===== src/hw/fle_pkg.sv =====
`default_nettype none
package fle_pkg;
  // ****************
  // sizes
  // ****************
  localparam int LE_PER_CLUSTER = 12;
  localparam int IE_PER_CLUSTER = 12;
  // a hard block is spanned by three interface clusters
  localparam int IE_PER_HARD_BLOCK = 36;
  localparam int CARRY_SEG = 3;
  localparam int LUT_INPUTS = 4;
  localparam int LUT_BITS = 16;
  localparam int CFG_BITS = 4;
  localparam int IO_WIDTH = 4;
  localparam int ADDR_W = 8;
  // ****************
  // register offsets
  // ****************
  localparam logic [7:0] OFF_SEL = 8'h00;
  localparam logic [7:0] OFF_LUT = 8'h04;
  localparam logic [7:0] OFF_CFG = 8'h08;
  localparam logic [7:0] OFF_LE_Q = 8'h0C;
  localparam logic [7:0] OFF_IE_Q = 8'h10;
  localparam logic [7:0] OFF_IO_CFG = 8'h14;
  localparam logic [7:0] OFF_IO_IN = 8'h18;
  // ****************
  // field positions
  // ****************
  localparam int CFG_LATCH = 0;
  localparam int CFG_DSEL = 1;
  localparam int CFG_AVAL = 2;
  localparam int CFG_SVAL = 3;
  localparam int IO_OUT_REG = 0;
  localparam int IO_OE_REG = 1;
  localparam int IO_IN_REG = 2;
  // ****************
  // reset values
  // ****************
  localparam logic [15:0] LUT_RST = 16'h0000;
  localparam logic [3:0] CFG_RST = 4'h0;
  localparam logic [2:0] IO_CFG_RST = 3'h0;
endpackage
`default_nettype wire


===== src/hw/fabric_logic_element.sv =====
// How it works
// - each lookup table returns its 16-bit mask indexed by its four inputs.
// - the sum output is the table result xor the incoming carry.
// - sum and table output are both driven at all times side by side.
// - carries run through three-bit look-ahead segments chained together.
// - the storage data may come from a direct input, bypassing the table.
// - each storage element is a register or, by configuration, a latch.
// - a storage element takes new data only while its enable is high; asynchronous load ignores the enable.
// - asynchronous load forces the configured value at once.
// - synchronous load stores the configured value at the next edge.
// - configuration picks direct input or table output as storage data.
// - twelve logic elements and twelve interface elements form clusters.
// - interface elements work like logic elements but have no carry.
// - the pad output may be a registered copy, aligning all bus bits.
// - the pad output enable may be taken from its own register.
// - pad inputs are synchronised by two flops, optionally one more.
`default_nettype none
module fabric_logic_element
  import fle_pkg::*;
#(
  parameter int N_LE = LE_PER_CLUSTER,
  parameter int N_IE = IE_PER_CLUSTER,
  parameter int IO_W = IO_WIDTH
) (
  input wire logic pclk,
  input wire logic presetn,
  input wire logic clk_en,
  input wire logic [ADDR_W-1:0] paddr,
  input wire logic psel,
  input wire logic penable,
  input wire logic pwrite,
  input wire logic [31:0] pwdata,
  output logic [31:0] prdata,
  output logic pready,
  output logic pslverr,
  input wire logic [LUT_INPUTS*N_LE-1:0] le_in,
  input wire logic [N_LE-1:0] le_direct_in,
  input wire logic [N_LE-1:0] le_ce,
  input wire logic [N_LE-1:0] le_async_preload,
  input wire logic [N_LE-1:0] le_clocked_preload,
  input wire logic le_cin,
  output logic le_cout,
  output logic [N_LE-1:0] le_y,
  output logic [N_LE-1:0] le_sum,
  output logic [N_LE-1:0] le_q,
  input wire logic [LUT_INPUTS*N_IE-1:0] ie_in,
  input wire logic [N_IE-1:0] ie_direct_in,
  input wire logic [N_IE-1:0] ie_ce,
  input wire logic [N_IE-1:0] ie_async_preload,
  input wire logic [N_IE-1:0] ie_clocked_preload,
  output logic [N_IE-1:0] ie_y,
  output logic [N_IE-1:0] ie_q,
  input wire logic [IO_W-1:0] io_out_data,
  input wire logic [IO_W-1:0] io_oe_data,
  output logic [IO_W-1:0] io_in_data,
  input wire logic [IO_W-1:0] pad_in,
  output logic [IO_W-1:0] pad_out,
  output logic [IO_W-1:0] pad_oe
);
  localparam int N_TOT = N_LE + N_IE;
  localparam int SW = $clog2(N_TOT);
  localparam int N_SEG = N_LE / CARRY_SEG;

  // ****************
  // configuration store
  // ****************
  logic [SW-1:0] sel_q;
  logic [LUT_BITS-1:0] lut_q [N_TOT];
  logic [CFG_BITS-1:0] cfg_q [N_TOT];
  logic [2:0] io_cfg_q;
  logic ready_q;
  logic [31:0] prdata_q;
  logic pslverr_q;
  logic wr_en;
  logic sel_ok;
  logic [31:0] rd_d;
  logic rd_err;

  // ****************
  // element arrays
  // ****************
  logic [LUT_INPUTS*N_TOT-1:0] all_in;
  logic [N_TOT-1:0] all_direct;
  logic [N_TOT-1:0] all_ce;
  logic [N_TOT-1:0] all_aload;
  logic [N_TOT-1:0] all_sload;
  logic [N_TOT-1:0] all_y;
  logic [N_TOT-1:0] all_q;
  logic [N_LE:0] carry;
  logic [N_LE-1:0] gen;

  assign all_in = {ie_in, le_in};
  assign all_direct = {ie_direct_in, le_direct_in};
  assign all_ce = {ie_ce, le_ce};
  assign all_aload = {ie_async_preload, le_async_preload};
  assign all_sload = {ie_clocked_preload, le_clocked_preload};
  assign le_y = all_y[N_LE-1:0];
  assign ie_y = all_y[N_TOT-1:N_LE];
  assign le_q = all_q[N_LE-1:0];
  assign ie_q = all_q[N_TOT-1:N_LE];

  // ****************
  // apb slave
  // ****************
  // ready_q is set by a setup edge with the clock enabled, so prdata
  // is always captured before the access phase can complete
  assign pready = psel && penable && ready_q && clk_en;
  assign prdata = prdata_q;
  assign pslverr = pslverr_q;
  assign wr_en = pready && pwrite;
  assign sel_ok = sel_q < SW'(N_TOT);

  always_comb begin
    rd_d = 32'h00000000;
    rd_err = 1'b0;
    unique case (paddr)
      OFF_SEL: rd_d[SW-1:0] = sel_q;
      OFF_LUT: begin
        rd_err = !sel_ok;
        if (sel_ok) begin
          rd_d[LUT_BITS-1:0] = lut_q[sel_q];
        end
      end
      OFF_CFG: begin
        rd_err = !sel_ok;
        if (sel_ok) begin
          rd_d[CFG_BITS-1:0] = cfg_q[sel_q];
        end
      end
      OFF_LE_Q: rd_d[N_LE-1:0] = le_q;
      OFF_IE_Q: rd_d[N_IE-1:0] = ie_q;
      OFF_IO_CFG: rd_d[2:0] = io_cfg_q;
      OFF_IO_IN: rd_d[IO_W-1:0] = io_in_data;
      default: rd_err = 1'b1;
    endcase
    if (pwrite && (paddr == OFF_LE_Q || paddr == OFF_IE_Q ||
        paddr == OFF_IO_IN)) begin
      rd_err = 1'b1;
    end
  end

  always_ff @(posedge pclk or negedge presetn) begin
    if (!presetn) begin
      ready_q <= 1'b0;
      prdata_q <= 32'h00000000;
      pslverr_q <= 1'b0;
    end else if (clk_en) begin
      if (pready) begin
        ready_q <= 1'b0;
      end else if (psel && !ready_q) begin
        ready_q <= 1'b1;
        prdata_q <= pwrite ? 32'h00000000 : rd_d;
        pslverr_q <= rd_err;
      end
    end
  end

  always_ff @(posedge pclk or negedge presetn) begin
    if (!presetn) begin
      sel_q <= '0;
      io_cfg_q <= IO_CFG_RST;
    end else if (wr_en) begin
      if (paddr == OFF_SEL) begin
        sel_q <= pwdata[SW-1:0];
      end
      if (paddr == OFF_IO_CFG) begin
        io_cfg_q <= pwdata[2:0];
      end
    end
  end

  always_ff @(posedge pclk or negedge presetn) begin
    if (!presetn) begin
      for (int i = 0; i < N_TOT; i++) begin
        lut_q[i] <= LUT_RST;
        cfg_q[i] <= CFG_RST;
      end
    end else if (wr_en && sel_ok) begin
      if (paddr == OFF_LUT) begin
        lut_q[sel_q] <= pwdata[LUT_BITS-1:0];
      end
      if (paddr == OFF_CFG) begin
        cfg_q[sel_q] <= pwdata[CFG_BITS-1:0];
      end
    end
  end

  // ****************
  // elements
  // ****************
  // cluster of twelve logic and twelve interface elements
  for (genvar i = 0; i < N_TOT; i++) begin : g_elem
    logic [LUT_INPUTS-1:0] idx;
    logic d_mux;
    assign idx = all_in[LUT_INPUTS*i +: LUT_INPUTS];
    assign all_y[i] = lut_q[i][idx];
    assign d_mux = cfg_q[i][CFG_DSEL] ? all_y[i] : all_direct[i];
    fle_storage u_store (
      .pclk(pclk),
      .presetn(presetn),
      .clk_en(clk_en),
      .ce(all_ce[i]),
      .d(d_mux),
      .aload(all_aload[i]),
      .sload(all_sload[i]),
      .latch_mode(cfg_q[i][CFG_LATCH]),
      .aload_val(cfg_q[i][CFG_AVAL]),
      .sload_val(cfg_q[i][CFG_SVAL]),
      .q(all_q[i])
    );
  end

  // ****************
  // carry chain
  // ****************
  // generate is taken from the first two table inputs, propagate from
  // the table result; N_LE must be a multiple of the segment length
  assign carry[0] = le_cin;
  assign le_cout = carry[N_LE];
  for (genvar i = 0; i < N_LE; i++) begin : g_gen
    assign gen[i] = le_in[LUT_INPUTS*i] & le_in[LUT_INPUTS*i+1];
    assign le_sum[i] = le_y[i] ^ carry[i];
  end
  for (genvar s = 0; s < N_SEG; s++) begin : g_seg
    localparam int B = s * CARRY_SEG;
    logic [2:0] p;
    logic [2:0] g;
    assign p = le_y[B +: 3];
    assign g = gen[B +: 3];
    assign carry[B+1] = g[0] | (p[0] & carry[B]);
    assign carry[B+2] = g[1] | (p[1] & g[0]) | (p[1] & p[0] & carry[B]);
    assign carry[B+3] = g[2] | (p[2] & g[1]) | (p[2] & p[1] & g[0]) |
                        (p[2] & p[1] & p[0] & carry[B]);
  end

  // ****************
  // pad digital section
  // ****************
  logic [IO_W-1:0] out_q;
  logic [IO_W-1:0] oe_q;
  logic [IO_W-1:0] in_s1_q;
  logic [IO_W-1:0] in_s2_q;
  logic [IO_W-1:0] in_q;

  always_ff @(posedge pclk or negedge presetn) begin
    if (!presetn) begin
      out_q <= '0;
      oe_q <= '0;
    end else if (clk_en) begin
      out_q <= io_out_data;
      oe_q <= io_oe_data;
    end
  end

  assign pad_out = io_cfg_q[IO_OUT_REG] ? out_q : io_out_data;
  assign pad_oe = io_cfg_q[IO_OE_REG] ? oe_q : io_oe_data;

  // pad input synchroniser
  // pads are asynchronous, so two stages are kept even when the
  // optional input register is off; it only adds a third stage
  always_ff @(posedge pclk or negedge presetn) begin
    if (!presetn) begin
      in_s1_q <= '0;
      in_s2_q <= '0;
      in_q <= '0;
    end else if (clk_en) begin
      in_s1_q <= pad_in;
      in_s2_q <= in_s1_q;
      in_q <= in_s2_q;
    end
  end
  assign io_in_data = io_cfg_q[IO_IN_REG] ? in_q : in_s2_q;

  logic [N_LE:0] ref_c;
  always_comb begin
    ref_c[0] = le_cin;
    for (int i = 0; i < N_LE; i++) begin
      ref_c[i+1] = gen[i] | (le_y[i] & ref_c[i]);
    end
  end
endmodule
`default_nettype wire


===== src/hw/fle_storage.sv =====
`default_nettype none
module fle_storage
  import fle_pkg::*;
(
  input wire logic pclk,
  input wire logic presetn,
  input wire logic clk_en,
  input wire logic ce,
  input wire logic d,
  input wire logic aload,
  input wire logic sload,
  input wire logic latch_mode,
  input wire logic aload_val,
  input wire logic sload_val,
  output logic q
);
  logic q_q;

  // async load override
  // the override is combinational so it shows at once, not at an edge
  always_comb begin
    if (aload) begin
      q = aload_val;
    end else if (latch_mode && ce && clk_en) begin
      q = d;
    end else begin
      q = q_q;
    end
  end

  always_ff @(posedge pclk or negedge presetn) begin
    if (!presetn) begin
      q_q <= 1'b0;
    end else if (clk_en) begin
      if (aload) begin
        q_q <= aload_val;
      end else if (ce) begin
        if (sload) begin
          q_q <= sload_val;
        end else begin
          q_q <= d;
        end
      end
    end
  end
endmodule
`default_nettype wire


===== config.mk =====
export PLATFORM = sky130hd
export DESIGN_NAME = fabric_logic_element
export DESIGN_NICKNAME = d
export VERILOG_FILES = /design/src/hw/fle_pkg.sv /design/src/hw/fabric_logic_element.sv /design/src/hw/fle_storage.sv
export SDC_FILE = /design/constraint.sdc
export NUM_CORES = 1
export LEC_CHECK = 0
export ABC_AREA = 0
export CORE_MARGIN = 2
export CORE_UTILIZATION = 48
export CTS_CLUSTER_SIZE = 24
export DETAILED_ROUTE_END_ITERATION = 10
export DONT_BUFFER_PORTS = 1
export HOLD_SLACK_MARGIN = 0.02
export PLACE_DENSITY_LB_ADDON = 0.05
export REMOVE_ABC_BUFFERS = 1
export SLEW_MARGIN = 20
export SYNTH_ARGS = -nofsm -noshare
export SYNTH_HDL_FRONTEND = slang
export SYNTH_SLANG_ARGS = --single-unit
export TNS_END_PERCENT = 50

===== constraint.sdc =====
create_clock -name pclk -period 4.6 [get_ports pclk]
set_input_delay 0.23 -clock pclk [delete_from_list [all_inputs] [get_ports pclk]]
set_output_delay 0.23 -clock pclk [all_outputs]
set_load 0.01 [all_outputs]

==> results of run 1 <==
synth_stat cells (3+ instances only):
cell type and instances:
nor4_1 3, nand2b_1 15, a22oi_1 56, buf_2 32, clkbuf_1 89, nor2_2 13, nor2b_1 20, dfrtp_1 550
nor2_4 6, xnor2_1 7, o21ai_1 6, o221ai_1 3, nand3_1 31, nand4_1 3, mux2_2 544, a22o_1 20
o31ai_1 8, nor3b_1 3, a32oi_1 7, nor3_1 11, a221oi_1 14, a21o_1 3, and3_1 4, o22ai_1 3
o21ai_0 65, ha_1 4, nand4b_1 8, mux2i_1 36, a221o_1 6, buf_4 47, mux4_1 6, a21oi_1 12
buf_1 12, and2_1 9, inv_1 6, nor2_1 37, or3_1 8, mux4_2 228, a31oi_1 22, nand2_1 88
nand3b_1 8
layout by cell type (no fill, tap or decap), drive strengths merged, types with 4 or more instances in the layout:
cell / synthesis / layout
nor2b: 20 / 20
or3: 8 / 8
o21ai: 71 / 71
buf: 93 / 62
nor4: 4 / 4
nor2: 56 / 56
mux2i: 36 / 36
nand3: 32 / 32
nand2b: 15 / 15
xnor2: 7 / 7
nand2: 88 / 88
nand3b: 8 / 8
inv: 6 / 6
a21o: 4 / 4
nand4b: 8 / 8
clkbuf: 89 / 96
and3: 5 / 5
mux4: 234 / 234
a22o: 20 / 20
a221oi: 14 / 14
a32oi: 7 / 7
bufinv: 0 / 5
o31ai: 8 / 8
dlygate4sd3: 0 / 125
ha: 4 / 4
conb: 1 / 16
a221o: 6 / 6
clkinv: 0 / 13
nor3: 11 / 11
a21oi: 12 / 12
and2: 9 / 9
dfrtp: 550 / 550
a22oi: 56 / 56
mux2: 545 / 545
a31oi: 22 / 22
layout make-up:
class | count | area [um^2]
inverters | 6 | 22.5
fillers | 4991 | 27400
repair buffers | 188 | 2000
well taps | 837 | 1050
flip-flops and latches | 550 | 13800
multi-input cells | 1370 | 15200
clock buffers | 95 | 1890
diodes | 3 | 7.51
clock inverters | 18 | 226
state kept, by name, summed over array words and instances, names as in the netlist:
| register | flops |
|---|---|
| oe_q | 4 |
| in_q | 4 |
| cfg_q | 96 |
| in_s1_q | 4 |
| ready_q | 1 |
| in_s2_q | 4 |
| sel_q | 5 |
| out_q | 4 |
| io_cfg_q | 3 |
| lut_q | 384 |
| pslverr | 1 |
| g_elem.u_store.q_q | 24 |
| prdata | 16 |
power groups by stage:
stage	sequential, mW	combinational (mW)	clock [mW]
after floorplan	5.00	0.220	0
final	4.92	0.506	5.12
after global routing	4.92	0.533	5.42
after CTS	4.91	0.500	5.23
after global placement	5.00	0.270	0
after detailed placement	5.00	0.276	0
per-layer routing:
metal,up-vias,part of all wire [%]
li1,8286,-
met1,10700,40
met2,824,48
met3,165,8.5
met4,4,3.8
met5,-,0.026
cell families after synthesis:
| group | synth area share (%) |
|---|---|
| muxes | 39.5 |
| DFF | 46.1 |
| and+or+nand+nor | 5.04 |
| AOI/OAI and AO/OA | 5.79 |
| buffers and inverters | 3.14 |
| xor gates and xnor gates | 0.235 |
| adders and majority gates | 0.168 |
| other | 0.0126 |
worst max path at each step:
stage | slack, ns | endpoint | from | cells past startpoint
2_1_floorplan | -2.09 | lut_q[320]$_DFFE_PN0P_ | sel_q[0]$_DFFE_PN0P_ | 3
3_3_place_gp | 1.11 | le_sum[10] | lut_q[267]$_DFFE_PN0P_ | 10
3_5_place_dp | 1.13 | prdata[8]$_DFFE_PN0P_ | sel_q[0]$_DFFE_PN0P_ | 7
4_1_cts | 0.45 | le_sum[10] | lut_q[271]$_DFFE_PN0P_ | 10
5_1_grt | 0.34 | le_sum[10] | lut_q[271]$_DFFE_PN0P_ | 10
6_report | 0.46 | le_sum[10] | lut_q[271]$_DFFE_PN0P_ | 10
worst max-delay path: stages (launching register included):
cell	delay, ns
dfrtp_1	0.40
mux4_2	0.46
mux2i_1	0.21
mux2i_1	0.11
buf_4	0.20
a32o_1	0.37
o31ai_1	0.81
nor2_1	0.14
ha_1	0.23
a21oi_1	0.14
xnor2_1	0.20
metrics by stage:
stage          hold WS, ns  area [um^2]  utilization [%]  cells
2_1_floorplan      -0.0656        29000                -   1926
3_3_place_gp       -0.0490        30400             49.4   2808
3_5_place_dp       -0.0433        30400             49.4   2808
4_1_cts             -0.713        34200             55.5   3063
5_1_grt             -0.712        34200             55.5   3065
6_report            -0.683        34200             55.5   3067
==> summary.md, run 1 <==
| Metric | Value |
|---|---|
| DR iter-0 viols | 1982 |
| Worst Path Max Fanout | 5 |
| First-pass GRT wire length | 146000 um |
| Setup violators final | 0 |
| Reg2Reg Launch Point | sel_q[1]$_DFFE_PN0P_ |
| Final ANT Viol Nets | 0 |
| Hold_ws | -0.683 ns |
| Clk sink count | 550 |
| FF+latch count, synth | 550 |
| Clk pwr share | 48.6% |
| Final min period | 4.14 ns |
| Setup CP Type | flop to output port |
| GR Overflow Total | 0 |
| Vias | 20000 |
| Share of cells above drive strength 1 | 43.6% |
| Power per Cell Area | 308 nW/um^2 |
| Reg2reg end | prdata[4]$_DFFE_PN0P_ |
| Worst Tran Pin Value | 3.22 ns |
| Clock slew seen by the registers of the worst setup and hold paths | 0.06 ns |
| Fin. max-slew vios | 356 |
| Synth top area cells | dfrtp_1 (46%), mux2_2 (21%), mux4_2 (17%), a22oi_1 (1.4%), mux2i_1 (1.2%) |
| Fin crit share | 90.0% |
| RSZ-0062 raised after global routing | false |
| H-tree Lvls | 2 |
| GR Util met2 | 51.0% |
| Clk_lat worst skew | 0.63 ns |
| Top Usage Layer GRT | met2 |
| Max transition margin | -114% |
| Worst Reg-to-Reg Cells | 9 |
| CTS buffer count | 60 |
| Comb power frac | 4.8% |
| FP Rows | 91 |
| Drt total wl | 101000 um |
| Cell-internal power | 8.20 mW |
| Core Region | 61600 um^2 |
| # IOs | 358 |
| Synth unique cells | 72 |
| P_sw | 2.34 mW |
| Area Growth Syn to Fin | 14.5% |
| Sw Share | 22.2% |
| Post-Synthesis Cells | 2093 |
| Die X | 253 um |
| Failing checks | hold timing, slew limit |
| Top_reg_cell synth | dfrtp_1 |
| Post-layout nets | 2431 |
| M3 GR Usage | 8.17% |
| Fmax | 0.241 GHz |
| Number of antenna violations at the first check in global routing | 8 |
| Hold WC Path Type | primary input to asynchronous set/reset pin |
| Post-DR wirelength/cell | 32.9 um |
| Syn avg cell area | 14.3 um^2 |
| Postcts setup bufs | 0 |
| Top cell type by total area after synthesis | dfrtp_1 |
| Worst Clk Skew | 0.0211 ns |
| Crit path capture type | output port |
| Internal reg-to-reg setup slack | 0.67 ns |
| Final Wtd Congestion | 0.880 |
| Total power | 10.5 mW |
| # hold bufs at CTS | 142 |
| Sequential share of power | 46.6% |
| GR Util met1 | 41.7% |
| Status | finished with violations |
| Number of synthesis warnings | 0 |
| Fin worst setup slack | 0.458 ns |
| Die Area | 64200 um^2 |
| WP data arrival | 3.91 ns |
| Worst setup SP type | flop |
| Pre-antenna DRT Iters | 5 |
| Static Leak | 15.3 nW |
| Post-synth EDFFs | 0 |
| Peak VDD IR | 0.266 mV |
| Vias/cell | 6.53 |
| CTS tree | yes |
| CTS Buffer Depth | 3 |
| TNS Setup | 0 ns |
| Sequential share of the synthesized area | 46.1% |
| Post-synthesis async set-or-reset flop share | 100% |
| Vias in the first global route | 20600 |
| WP data required | 4.37 ns |
| Max-Cap Viols | 0 |
| Area share of the largest cell type after synthesis | 46.1% |
| Initial Util | 48.5% |
| Total track usage | 31.7% |
| Place WS | 1.13 ns |
| Resized Gates After CTS | 0 |
| DRC violations left | 0 |
| CTS Root Cell | clkbuf_16 |
| DIE HEIGHT | 253 um |
| Cell Area, Synth | 29800 um^2 |
| DP HPWL | 69800 um |
| IO buf count | 0 |
| Largest net degree at the start of global routing | 551 |
| Final hold viol count | 441 |
Power figures use the tool's default switching activity.
==> run 2: changes to the inputs <==
CELL_PAD_IN_SITES_DETAIL_PLACEMENT = 1   (was not set)
CELL_PAD_IN_SITES_GLOBAL_PLACEMENT = 2   (was not set)
==> run 2 against run 1 <==
The run still ends with hold timing, slew limit left. Global-route usage up 1.4 points. Flip-flop and latch count did not move. Design area fell by 0.19%. Critical endpoint unchanged.
==> summary.md, run 2 (same netlist as run 1, synthesis figures left out) <==
| Metric | Value |
|---|---|
| Share of cells above drive strength 1 | 43.5% (-0.074 points) |
| Final ANT Viol Nets | 0 (unchanged) |
| Total track usage | 33.0% (+1.4 points) |
| Most common cell after layout, fill and taps aside | dfrtp_1 |
| FP Rows | 91 (unchanged) |
| Post-layout nets | 2422 (-0.37%) |
| Status | finished with violations |
| WP buf/inv | 0 (-1) |
| Final min period | 4.15 ns (+0.00727 ns) |
| WP data required | 4.37 ns (about the same) |
| Largest regs | lut_q: 384 flops, cfg_q: 96 flops, g_elem.u_store.q_q: 24 flops |
| Clk_lat worst skew | 0.66 ns (+0.03 ns) |
| Max transition margin | -7.82% (+110 points) |
| Clock slew seen by the registers of the worst setup and hold paths | 0.06 ns (about the same) |
| DRC violations left | 0 (unchanged) |
| Static Leak | 15.2 nW (-0.27%) |
| Vias in the first global route | 21500 (+4.4%) |
| Pre-antenna DRT Iters | 5 (unchanged) |
| Postcts setup bufs | 0 (unchanged) |
| Final Wtd Congestion | 0.885 (+0.64%) |
| Most flops, register | lut_q |
| Die Area | 64200 um^2 (unchanged) |
| Fin. max-slew vios | 113 (-68%) |
| Final hold viol count | 550 (+25%) |
| GR Overflow Total | 0 (unchanged) |
| Setup violators final | 0 (unchanged) |
| Drt total wl | 105000 um (+4.0%) |
| Cell at the slowest stage of the critical path | mux4_2 |
| Resized Gates After CTS | 0 (unchanged) |
| Delay-heaviest family, CP | multiplexers |
| H-tree Lvls | 2 (unchanged) |
| WP data arrival | 3.92 ns (about the same) |
| Power per Cell Area | 312 nW/um^2 (+1.2%) |
| CTS buffer count | 61 (+1.7%) |
| # IOs | 358 (unchanged) |
| # hold bufs at CTS | 135 (-4.9%) |
| Failing checks | hold timing, slew limit |
| Setup CP Type | flop to output port |
| Worst Path Max Fanout | 6 (+1) |
| CTS Root Cell | clkbuf_16 |
| Reg2Reg Launch Point | sel_q[1]$_DFFE_PN0P_ |
| Critical Path Max Stage Delay | 0.67 ns (-0.14 ns) |
| Largest net degree at the start of global routing | 551 (unchanged) |
| Max reg flops | 384 (unchanged) |
| Most frequent CP cell | a21oi_1 |
| Core Region | 61600 um^2 (unchanged) |
| Worst Clk Skew | 0.0421 ns (+0.0210 ns) |
| Peak VDD IR | 0.293 mV (+10%) |
| Worst Reg-to-Reg Cells | 5 (-4) |
| IO buf count | 0 (unchanged) |
| RSZ-0062 raised after global routing | false |
| Worst Tran Pin Value | 1.62 ns (-1.60 ns) |
| Worst setup SP type | flop |
| Initial Util | 48.5% (unchanged) |
| Die X | 253 um (unchanged) |
| CTS Buffer Depth | 3 (unchanged) |
| CTS tree | yes |
| Fmax | 0.241 GHz (-0.18%) |
| Area Growth Syn to Fin | 14.3% |
| Critical Path Start | lut_q[312]$_DFFE_PN0P_ |
| Hold_ws | -0.698 ns (-0.0144 ns) |
| First-pass GRT wire length | 153000 um (+4.7%) |
| DR iter-0 viols | 1579 (-20%) |
| Post-DR wirelength/cell | 34.4 um (+4.4%) |
| Commonest non-fill, non-tap cells in the layout | dfrtp_1 (548), mux2_2 (544), mux4_2 (228) |
| Total power | 10.6 mW (+0.97%) |
| Crit path capture type | output port |
| Vias | 20100 (+0.31%) |
| Number of antenna violations at the first check in global routing | 3 (-5) |
| Fin crit share | 90.2% (+0.16 points) |
| Internal reg-to-reg setup slack | 0.83 ns (+0.16 ns) |
| Reg2reg end | lut_q[6]$_DFFE_PN0P_ |
| DP HPWL | 72100 um (+3.4%) |
| Layout Utilization | 55.4% (-0.10 points) |
| Hold WC Path Type | primary input to asynchronous set/reset pin |
| Vias/cell | 6.57 (+0.70%) |
| Max-Cap Viols | 0 (unchanged) |
| Design area | 34100 um^2 (-0.19%) |
| Crit-path cells | mux4_1 > mux4_2 > nand3_1 > a21oi_1 > a2111oi_4 > nor2_1 > ha_1 > a21oi_1 > xnor2_1 |
| DIE HEIGHT | 253 um (unchanged) |
| DP Area | 30400 um^2 (about the same) |
| Clk sink count | 550 (unchanged) |
## run 2: routing by layer
metal / track usage (%) / share of wire (%) / wire length [um]
met1: 43.9 / 41 / 42900
met2: 53.2 / 48 / 50200
met3: 7.78 / 7.5 / 7850
met4: 11.8 / 3.8 / 3990
met5: 0 / 0 / 0
## run 2: power by group
group / switching [mW] / internal [mW] / total (mW)
clock network: 2.10 / 3.13 / 5.23
logic: 0.263 / 0.238 / 0.501
registers: 0.0308 / 4.88 / 4.92
## run 2: worst max path at each step
stage                                   endpoint  slack [ns]  cells past startpoint
after floorplan           lut_q[320]$_DFFE_PN0P_       -2.09                      3
after global placement                le_sum[10]        1.18                      9
after detailed placement              le_sum[10]        1.16                      9
after CTS                             le_sum[10]        0.46                      9
after global routing                  le_sum[10]        0.39                      9
final                                 le_sum[10]        0.45                      9
## run 2: metrics by stage
stage,setup slack (ns),setup TNS (ns),cells
3_5_place_dp,1.16,0,2806
2_1_floorplan,-2.09,-661.19,1926
5_1_grt,0.392,0,3054
6_report,0.450,0,3055
4_1_cts,0.460,0,3054
3_3_place_gp,1.18,0,2806
## run 2: area by class of cell
| cell class | count | area [um^2] |
|---|---|---|
| tap | 837 | 1050 |
| sequential | 550 | 13800 |
| fill | 5770 | 27500 |
| inverter | 6 | 22.5 |
| timing repair buffer | 178 | 1920 |
| clock buffer | 93 | 1840 |
| clock inverter | 20 | 302 |
| antenna | 1 | 2.50 |
| multi-input combinational | 1370 | 15200 |
## run 2: worst reg2reg max path: stages, from the launching register on
cell	delay, ns
dfrtp_4	0.94
buf_4	0.48
nand3_2	0.61
nor2_4	0.69
mux2_2	0.41
dlygate4sd3_1	0.56
